===== src/verilog/spm_pkg.sv =====
package spm_pkg;

    // ----------------------------------------------------------------
    // register byte offsets
    // ----------------------------------------------------------------
    localparam logic [4:0] SPM_OFS_CTRL = 5'h00;
    localparam logic [4:0] SPM_OFS_PTIMER = 5'h04;
    localparam logic [4:0] SPM_OFS_SVC = 5'h08;
    localparam logic [4:0] SPM_OFS_STAT = 5'h0C;
    localparam logic [4:0] SPM_OFS_MASK = 5'h10;

    // ----------------------------------------------------------------
    // field layouts and reset values
    // ----------------------------------------------------------------
    typedef struct packed {
        logic [7:0] unused;
        logic watchdog_enable_bit;
        logic watchdog_prescale_bit;
        logic [1:0] watchdog_timing_field;
        logic halt_monitor_enable;
        logic bus_monitor_external_enable;
        logic [1:0] bus_monitor_timing_field;
    } spm_ctrl_t;

    typedef struct packed {
        logic [6:0] unused;
        logic prescale;
        logic [7:0] periodic_timer_modulus;
    } spm_ptimer_t;

    localparam logic [15:0] SPM_CTRL_RESET = 16'h0080;
    localparam logic [15:0] SPM_PTIMER_RESET = 16'h0000;
    localparam logic [15:0] SPM_CTRL_WMASK = 16'h00FF;
    localparam logic [15:0] SPM_PTIMER_WMASK = 16'h01FF;

    // ----------------------------------------------------------------
    // events: status and mask bit positions
    // ----------------------------------------------------------------
    localparam int SPM_NEVT = 3;
    localparam int SPM_EVT_PIT = 0;
    localparam int SPM_EVT_WDOG = 1;
    localparam int SPM_EVT_BUS = 2;
    localparam logic [2:0] SPM_EVT_RESET = 3'h0;

    // ----------------------------------------------------------------
    // timing counts
    // ----------------------------------------------------------------
    localparam logic [8:0] SPM_PRE_MAX = 9'h1FF;
    localparam logic [1:0] SPM_PIT_DIV_MAX = 2'h3;
    localparam logic [15:0] SPM_WD_BASE = 16'h0200;
    localparam logic [6:0] SPM_BM_BASE = 7'h40;
    localparam logic [7:0] SPM_SVC_KEY1 = 8'h55;
    localparam logic [7:0] SPM_SVC_KEY2 = 8'hAA;

endpackage : spm_pkg


===== src/verilog/spm_protect.sv =====
`timescale 1ns/1ps
// Functional notes
// - the periodic timer period is modulus times prescaler (1 or 512) times four clocks.
// - the protection control register takes only the first write after reset and is always readable.
// - the watchdog enable bit turns the watchdog off at 0 and on at 1.
// - the watchdog prescale bit divides the watchdog clock by 512 when 1 and not at all when 0.
// - the watchdog timeout ratio is 2^9..2^15 unprescaled and 2^18..2^24 prescaled by timing field.
// - the halt monitor enable bit disables the halt monitor at 0 and enables it at 1.
// - the bus monitor enable bit switches monitoring of outgoing bus cycles off at 0 and on at 1.
// - the bus monitor timeout field selects 64, 32, 16 or 8 system clocks.
// - a zero modulus stops the periodic timer; reaching zero raises an interrupt and reloads.
// - a newly written nonzero modulus takes effect only when the current count completes; zero stops the count at once.
// - software writes the service sequence within the timeout; the service register reads zero.
// - the periodic timer clock is divided by four before it drives the modulus counter.
module spm_protect
    import spm_pkg::*;
(
    // clock and reset
    input wire logic ref_clk,
    input wire logic resetn,
    // avalon-mm slave
    input wire logic [4:0] avs_address,
    input wire logic avs_read,
    input wire logic avs_write,
    input wire logic [31:0] avs_writedata,
    output logic [31:0] avs_readdata,
    output logic avs_waitrequest,
    // monitored system
    input wire logic halt_detected,
    input wire logic ext_cycle_active,
    // protection outputs
    output logic system_reset_request,
    output logic bus_error,
    output logic irq
);

    // ----------------------------------------------------------------
    // decode functions
    // ----------------------------------------------------------------
    function automatic logic [15:0] wd_limit(input logic [1:0] timing_sel);
        wd_limit = 16'((SPM_WD_BASE << {timing_sel, 1'b0}) - 16'h0001);
    endfunction : wd_limit

    function automatic logic [6:0] bm_limit(input logic [1:0] timing_sel);
        bm_limit = 7'((SPM_BM_BASE >> timing_sel) - 7'h01);
    endfunction : bm_limit

    // ----------------------------------------------------------------
    // state
    // ----------------------------------------------------------------
    spm_ctrl_t ctrl_r;
    spm_ptimer_t ptimer_r;
    logic ctrl_locked_r;
    logic svc_armed_r;
    logic [2:0] stat_r;
    logic [2:0] mask_r;
    logic [8:0] wd_pre_r;
    logic [15:0] wd_cnt_r;
    logic [8:0] pit_pre_r;
    logic [1:0] pit_div_r;
    logic [7:0] pit_cnt_r;
    logic [6:0] bm_cnt_r;
    logic wait_r;
    logic [31:0] rdata_r;
    logic rst_req_r;
    logic bus_err_r;
    logic irq_r;

    // ----------------------------------------------------------------
    // bus decode
    // ----------------------------------------------------------------
    wire logic req = avs_read | avs_write;
    wire logic do_wr = avs_write & ~wait_r;
    wire logic do_rd_cap = avs_read & wait_r;
    wire logic sel_ctrl = avs_address == SPM_OFS_CTRL;
    wire logic sel_ptimer = avs_address == SPM_OFS_PTIMER;
    wire logic sel_svc = avs_address == SPM_OFS_SVC;
    wire logic sel_stat = avs_address == SPM_OFS_STAT;
    wire logic sel_mask = avs_address == SPM_OFS_MASK;
    wire logic wr_ctrl = do_wr & sel_ctrl & ~ctrl_locked_r;
    wire logic wr_ptimer = do_wr & sel_ptimer;
    wire logic wr_svc = do_wr & sel_svc;
    wire logic wr_stat = do_wr & sel_stat;
    wire logic wr_mask = do_wr & sel_mask;
    wire logic [7:0] svc_byte = avs_writedata[7:0];

    // the service register always reads zero, like any unmapped word
    wire logic [31:0] rd_word = sel_ctrl ? {16'h0000, ctrl_r} :
                                sel_ptimer ? {16'h0000, ptimer_r} :
                                sel_stat ? {29'h0000_0000, stat_r} :
                                sel_mask ? {29'h0000_0000, mask_r} :
                                32'h0000_0000;

    // ----------------------------------------------------------------
    // software watchdog
    // ----------------------------------------------------------------
    wire logic wd_on = ctrl_r.watchdog_enable_bit;
    wire logic svc_done = wr_svc & svc_armed_r & (svc_byte == SPM_SVC_KEY2);
    wire logic svc_arm_nxt = wr_svc ? (svc_byte == SPM_SVC_KEY1) : svc_armed_r;
    wire logic wd_pre_wrap = wd_pre_r == SPM_PRE_MAX;
    wire logic wd_tick = wd_on & (~ctrl_r.watchdog_prescale_bit | wd_pre_wrap);
    // counting prescaled ticks to the same limit multiplies the ratio by 512
    wire logic [15:0] wd_lim = wd_limit(ctrl_r.watchdog_timing_field);
    wire logic wd_fire = wd_tick & ~svc_done & (wd_cnt_r == wd_lim);
    wire logic [8:0] wd_pre_nxt = (wd_on & ~svc_done) ? 9'(wd_pre_r + 9'h001) : 9'h000;
    wire logic [15:0] wd_cnt_nxt = (~wd_on | svc_done | wd_fire) ? 16'h0000 :
                                   wd_tick ? 16'(wd_cnt_r + 16'h0001) : wd_cnt_r;

    // ----------------------------------------------------------------
    // halt monitor
    // ----------------------------------------------------------------
    wire logic halt_fire = ctrl_r.halt_monitor_enable & halt_detected;

    // ----------------------------------------------------------------
    // bus monitor
    // ----------------------------------------------------------------
    wire logic bm_watch = ctrl_r.bus_monitor_external_enable & ext_cycle_active;
    wire logic [6:0] bm_lim = bm_limit(ctrl_r.bus_monitor_timing_field);
    wire logic bm_fire = bm_watch & (bm_cnt_r == bm_lim);
    // a master that ignores the error and keeps the cycle open sees it again
    wire logic [6:0] bm_cnt_nxt = (~bm_watch | bm_fire) ? 7'h00 : 7'(bm_cnt_r + 7'h01);

    // ----------------------------------------------------------------
    // periodic interrupt timer
    // ----------------------------------------------------------------
    wire logic pit_run = ptimer_r.periodic_timer_modulus != 8'h00;
    wire logic pit_pre_tick = ~ptimer_r.prescale | (pit_pre_r == SPM_PRE_MAX);
    wire logic pit_tick = pit_run & pit_pre_tick & (pit_div_r == SPM_PIT_DIV_MAX);
    wire logic pit_last = pit_cnt_r <= 8'h01;
    wire logic pit_fire = pit_tick & pit_last & (pit_cnt_r != 8'h00);
    wire logic [8:0] pit_pre_nxt = pit_run ? 9'(pit_pre_r + 9'h001) : 9'h000;
    wire logic [1:0] pit_div_nxt = ~pit_run ? 2'h0 :
                                   pit_pre_tick ? 2'(pit_div_r + 2'h1) : pit_div_r;
    // a new nonzero modulus is only picked up at reload, never mid-count; zero clears the count at once
    wire logic [7:0] pit_cnt_nxt = ~pit_run ? 8'h00 :
                                   (pit_cnt_r == 8'h00) ? ptimer_r.periodic_timer_modulus :
                                   ~pit_tick ? pit_cnt_r :
                                   pit_last ? ptimer_r.periodic_timer_modulus :
                                   8'(pit_cnt_r - 8'h01);

    // ----------------------------------------------------------------
    // interrupt status, mask and request
    // ----------------------------------------------------------------
    wire logic [2:0] evt = {bm_fire, wd_fire, pit_fire};
    logic [2:0] stat_nxt;

    genvar gi;
    generate
        for (gi = 0; gi < SPM_NEVT; gi++) begin : g_stat
            // set beats a same-cycle write-one-to-clear
            assign stat_nxt[gi] = evt[gi] | (stat_r[gi] & ~(wr_stat & avs_writedata[gi]));
        end
    endgenerate

    wire logic [2:0] mask_nxt = wr_mask ? avs_writedata[2:0] : mask_r;
    wire logic irq_nxt = |(stat_nxt & mask_nxt);

    // ----------------------------------------------------------------
    // registers
    // ----------------------------------------------------------------
    always_ff @(posedge ref_clk) begin
        if (!resetn) begin
            ctrl_r <= SPM_CTRL_RESET;
            ctrl_locked_r <= 1'b0;
        end else if (wr_ctrl) begin
            ctrl_r <= avs_writedata[15:0] & SPM_CTRL_WMASK;
            ctrl_locked_r <= 1'b1;
        end
    end

    always_ff @(posedge ref_clk) begin
        if (!resetn) begin
            ptimer_r <= SPM_PTIMER_RESET;
        end else if (wr_ptimer) begin
            ptimer_r <= avs_writedata[15:0] & SPM_PTIMER_WMASK;
        end
    end

    always_ff @(posedge ref_clk) begin
        if (!resetn) begin
            wd_pre_r <= 9'h000;
            wd_cnt_r <= 16'h0000;
            svc_armed_r <= 1'b0;
            bm_cnt_r <= 7'h00;
        end else begin
            wd_pre_r <= wd_pre_nxt;
            wd_cnt_r <= wd_cnt_nxt;
            svc_armed_r <= svc_arm_nxt;
            bm_cnt_r <= bm_cnt_nxt;
        end
    end

    always_ff @(posedge ref_clk) begin
        if (!resetn) begin
            pit_pre_r <= 9'h000;
            pit_div_r <= 2'h0;
            pit_cnt_r <= 8'h00;
        end else begin
            pit_pre_r <= pit_pre_nxt;
            pit_div_r <= pit_div_nxt;
            pit_cnt_r <= pit_cnt_nxt;
        end
    end

    always_ff @(posedge ref_clk) begin
        if (!resetn) begin
            stat_r <= SPM_EVT_RESET;
            mask_r <= SPM_EVT_RESET;
            irq_r <= 1'b0;
            rst_req_r <= 1'b0;
            bus_err_r <= 1'b0;
        end else begin
            stat_r <= stat_nxt;
            mask_r <= mask_nxt;
            irq_r <= irq_nxt;
            rst_req_r <= wd_fire | halt_fire;
            bus_err_r <= bm_fire;
        end
    end

    // one wait state on every access keeps read data registered
    always_ff @(posedge ref_clk) begin
        if (!resetn) begin
            wait_r <= 1'b1;
            rdata_r <= 32'h0000_0000;
        end else begin
            wait_r <= ~(req & wait_r);
            rdata_r <= do_rd_cap ? rd_word : rdata_r;
        end
    end

    assign avs_waitrequest = wait_r;
    assign avs_readdata = rdata_r;
    assign system_reset_request = rst_req_r;
    assign bus_error = bus_err_r;
    assign irq = irq_r;
endmodule : spm_protect


===== config.mk =====
export PLATFORM = sky130hd
export DESIGN_NAME = spm_protect
export DESIGN_NICKNAME = d
export VERILOG_FILES = /design/src/verilog/spm_pkg.sv /design/src/verilog/spm_protect.sv
export SDC_FILE = /design/constraint.sdc
export NUM_CORES = 1
export LEC_CHECK = 0
export ABC_AREA = 1
export BUFFER_PORTS_ARGS = -buffer_cell sky130_fd_sc_hd__buf_2
export CAP_MARGIN = 20
export CORE_MARGIN = 4
export CORE_UTILIZATION = 45
export CTS_CLUSTER_SIZE = 8
export DETAILED_ROUTE_END_ITERATION = 12
export GPL_TIMING_DRIVEN = 0
export PLACE_DENSITY = 0.7
export SLEW_MARGIN = 20
export SYNTH_ARGS = -nofsm -noshare
export SYNTH_HDL_FRONTEND = slang
export SYNTH_SLANG_ARGS = --single-unit

===== constraint.sdc =====
create_clock -name ref_clk -period 4.1 [get_ports ref_clk]
set_input_delay 0.615 -clock ref_clk [delete_from_list [all_inputs] [get_ports ref_clk]]
set_output_delay 0.615 -clock ref_clk [all_outputs]
set_load 0.01 [all_outputs]

==> impl_metrics.env <==
export IMPL_crit_path_max_incr_delay_ns=0.38
export IMPL_drive_gt1_share_pct=15.38
export IMPL_dieWidth_um=108.8
export IMPL_place_area_mm2=0.004974
export IMPL_pre_cts_slack_ns=1.561
export IMPL_worstHoldPathCells=1
export IMPL_stdcell_count=835
export IMPL_tritoncts="done"
export IMPL_power_internal_mw=1.197
export IMPL_grt_pass1_vias=3664
export IMPL_via_count=3968
export IMPL_vias_per_cell=4.752
export IMPL_final_util_pct=52.61
export IMPL_core_mm2=0.009819
export IMPL_cts_made_buffers=9
export IMPL_place_inst=819
export IMPL_seq_area_frac_synth_pct=38.99
export IMPL_tightest_slew_ns=0.5082
export IMPL_fin_crit_ns=2.572
export IMPL_worst_ir_drop_vdd_v=0.0001291
export IMPL_critPathLaunchType="register"
export IMPL_final_max_slew_violation_count=0
export IMPL_rsz0062_at_grt="no"
export IMPL_dp_hpwl_mm=7.557
export IMPL_ctsResizeCount=0
export IMPL_grtUsageTotal_pct=17.45
export IMPL_grt_antenna_before_repair=0
export IMPL_slowest_stage="dfxtp_1"
export IMPL_power_total_mw=1.587
export IMPL_clkSlewWorstSetupHoldPaths_ns=0.09
export IMPL_p_per_area_mw_per_mm2=307.3
export IMPL_finalSetupViolations=0
export IMPL_fin_skew_ns=0.01466
export IMPL_max_freq_ghz=0.3888
export IMPL_outcome="finished clean"
export IMPL_p_clk_share_pct=36.5
export IMPL_synth_area_leaders="dfxtp_1 (39%), nand2_1 (9.5%), inv_1 (7.3%), nor2_1 (7.2%), o21ai_0 (4.8%)"
export IMPL_seq_power_share_pct=55.8
export IMPL_crit_path_frequent_cell="nand2_1"
export IMPL_final_area_mm2=0.005166
export IMPL_yosys_warnings=0
export IMPL_postRouteAntennaNets=0
export IMPL_setup_slack_ns=1.528
export IMPL_maxCapViolations=0
export IMPL_synth_area_mm2=0.004569
export IMPL_cp_data_arrival_time_ns=2.82
export IMPL_wirelength_mm=9.749
export IMPL_p_leak_nw=2.297
export IMPL_r2r_cells=17
export IMPL_switching_power_mw=0.3908
export IMPL_switching_share_pct=24.62
export IMPL_port_buffers=31
export IMPL_gp_congestion=0.8655
export IMPL_die_area_mm2=0.01183
export IMPL_yosysUniqueCellTypes=38
export IMPL_clk_latency_ns=0.36
export IMPL_finalHoldWorstSlack_ns=0.4526
export IMPL_grt_pass1_wl_mm=16.43
export IMPL_crit_fanout=6
export IMPL_wire_per_inst_um=11.68
export IMPL_rrSetupSlack_ns=1.53
export IMPL_syn_avg_cell_area_um2=7.219
export IMPL_yosys_area_top_type="dfxtp_1"
export IMPL_crit_cells=17
export IMPL_drc=0
export IMPL_drt_iter0_markers=174
export IMPL_cp_top_family="simple AND/OR/NAND/NOR gates"
export IMPL_syn_inst=633
export IMPL_cts_root_buf="clkbuf_8"
export IMPL_nNetsFinal=750
export IMPL_first_pass_iters=5
export IMPL_io_pins=79
export IMPL_num_rows=36
export IMPL_start_util_pct=46.53
export IMPL_grt_max_degree=15
export IMPL_worst_path_buf_inv=2
export IMPL_ys_ff_latch=89
export IMPL_cts_sinks=89
export IMPL_crit_required_ns=4.35
export IMPL_pwr_share_comb_pct=7.7
export IMPL_crit_chain="ha_1 > nand2_1 > nor3_1 > nand2_1 > nor2_1 > ha_1 > inv_1 > nand2_1 > nand2_2 > inv_2 > nand2_1 > nor2_2 > nand2_1 > nor2_1 > nand3_1 > nand2_1 > nor2_1"
export IMPL_hold_viol=0
export IMPL_holdBufCountCts=0
export IMPL_grt_ovfl_total=0
export IMPL_path_class="register to register"
export IMPL_fin_setup_tns_ns=0
export IMPL_clockBufferDepth=2
export IMPL_critPathCaptureType="register"
export IMPL_num_antenna_cells=0
export IMPL_area_growth_pct=13.06
export IMPL_relSlewSlack_pct=66.12
export IMPL_die_h_um=108.8
export IMPL_synth_top_cell_area_share_pct=38.99
export IMPL_post_cts_setup_buffers=0
export IMPL_cts_htree_levels=3
export IMPL_hp_class="register to register"
export IMPL_period_share_pct=62.73
[cell type report]
class / count / area [um2]
Buffer: 35 / 256.5
Sequential cell: 89 / 1782
Clock inverter: 3 / 23.77
Fill cell: 996 / 4653
Timing Repair Buffer: 31 / 155.1
Tap cell: 133 / 166.4
Clock buffer: 13 / 168.9
Inverter: 93 / 349.1
Multi-Input combinational cell: 438 / 2265
[Yosys cell counts (all sizes together)]
cell type	n
buf	32
nor3	6
nand2b	1
nand2	119
conb	1
xor2	17
clkbuf	3
inv	93
nand3b	2
ha	10
o21ai	46
o21a	1
xnor2	5
o211ai	10
dfxtp	89
nor4	2
nor2	105
a21oi	38
nand4	5
nor3b	4
o21bai	1
or2	1
nand3	39
a211oi	1
o221ai	1
o31ai	1
[worst paths after layout]
kind                                        startpoint                   endpoint
worst max-delay path            wd_pre_r[0]$_SDFF_PN0_  wd_cnt_r[13]$_SDFFE_PP0P_
worst min-delay path            bm_cnt_r[0]$_SDFF_PP0_     bm_cnt_r[0]$_SDFF_PP0_
worst max register to register  wd_pre_r[0]$_SDFF_PN0_  wd_cnt_r[13]$_SDFFE_PP0P_
worst min register to register  bm_cnt_r[0]$_SDFF_PP0_     bm_cnt_r[0]$_SDFF_PP0_
[routing by layer]
metal / GRT usage [%] / vias to the layer above / share of wire [%]
li1: - / 2083 / -
met3: 4.322 / 9 / 5.3
met4: 5.771 / 0 / 1.2
met5: 0 / - / 0
met1: 22.77 / 1794 / 47
met2: 28.29 / 82 / 47
[state kept, by name, indices dropped and copies added, names as in the netlist, 2 cells and up]
signal,count
avs_readdata,9
bm_cnt_r,7
ctrl_r,7
mask_r,3
pit_cnt_r,8
pit_div_r,2
pit_pre_r,9
ptimer_r,9
stat_r,3
wd_cnt_r,16
wd_pre_r,9
[power groups by stage]
| stage | Sequential (mW) | Combinational, mW | Clock [mW] |
|---|---|---|---|
| after floorplan | 0.906 | 0.0843 | 0 |
| after CTS | 0.886 | 0.121 | 0.599 |
| final | 0.886 | 0.122 | 0.579 |
| after detailed placement | 0.906 | 0.121 | 0 |
| after global routing | 0.888 | 0.138 | 0.645 |
| after global placement | 0.906 | 0.118 | 0 |
[cells in the final DEF (no fill, tap or decap), types with 3 or more instances in the layout]
cell type  count
a21oi_1       38
buf_4         24
clkbuf_8      12
nand4_1        5
xor2_1        17
inv_1         89
buf_2         37
xnor2_1        5
nor2_4        14
conb_1        23
inv_2          4
ha_1          10
dfxtp_1       89
nand2_1      116
o21ai_0       44
nand3_1       36
o211ai_1      10
nor2_1        88
clkbuf_1       4
nor3b_1        4
nor2_2         3
nor3_1         6
[kinds of logic (layout without fill, tap and decap cells)]
family          Yosys count  count (layout)  synth area share [%]
compound gates           99              99                 11.77
xor+xnor                 22              22                 4.217
fa+ha+maj                10              10                 2.738
buf+inv                 128             175                 13.25
flops                    89              89                 38.99
other cells               1              23               0.08207
simple gates            284             284                 28.94
Note: power is estimated with default switching activity, not from simulation.
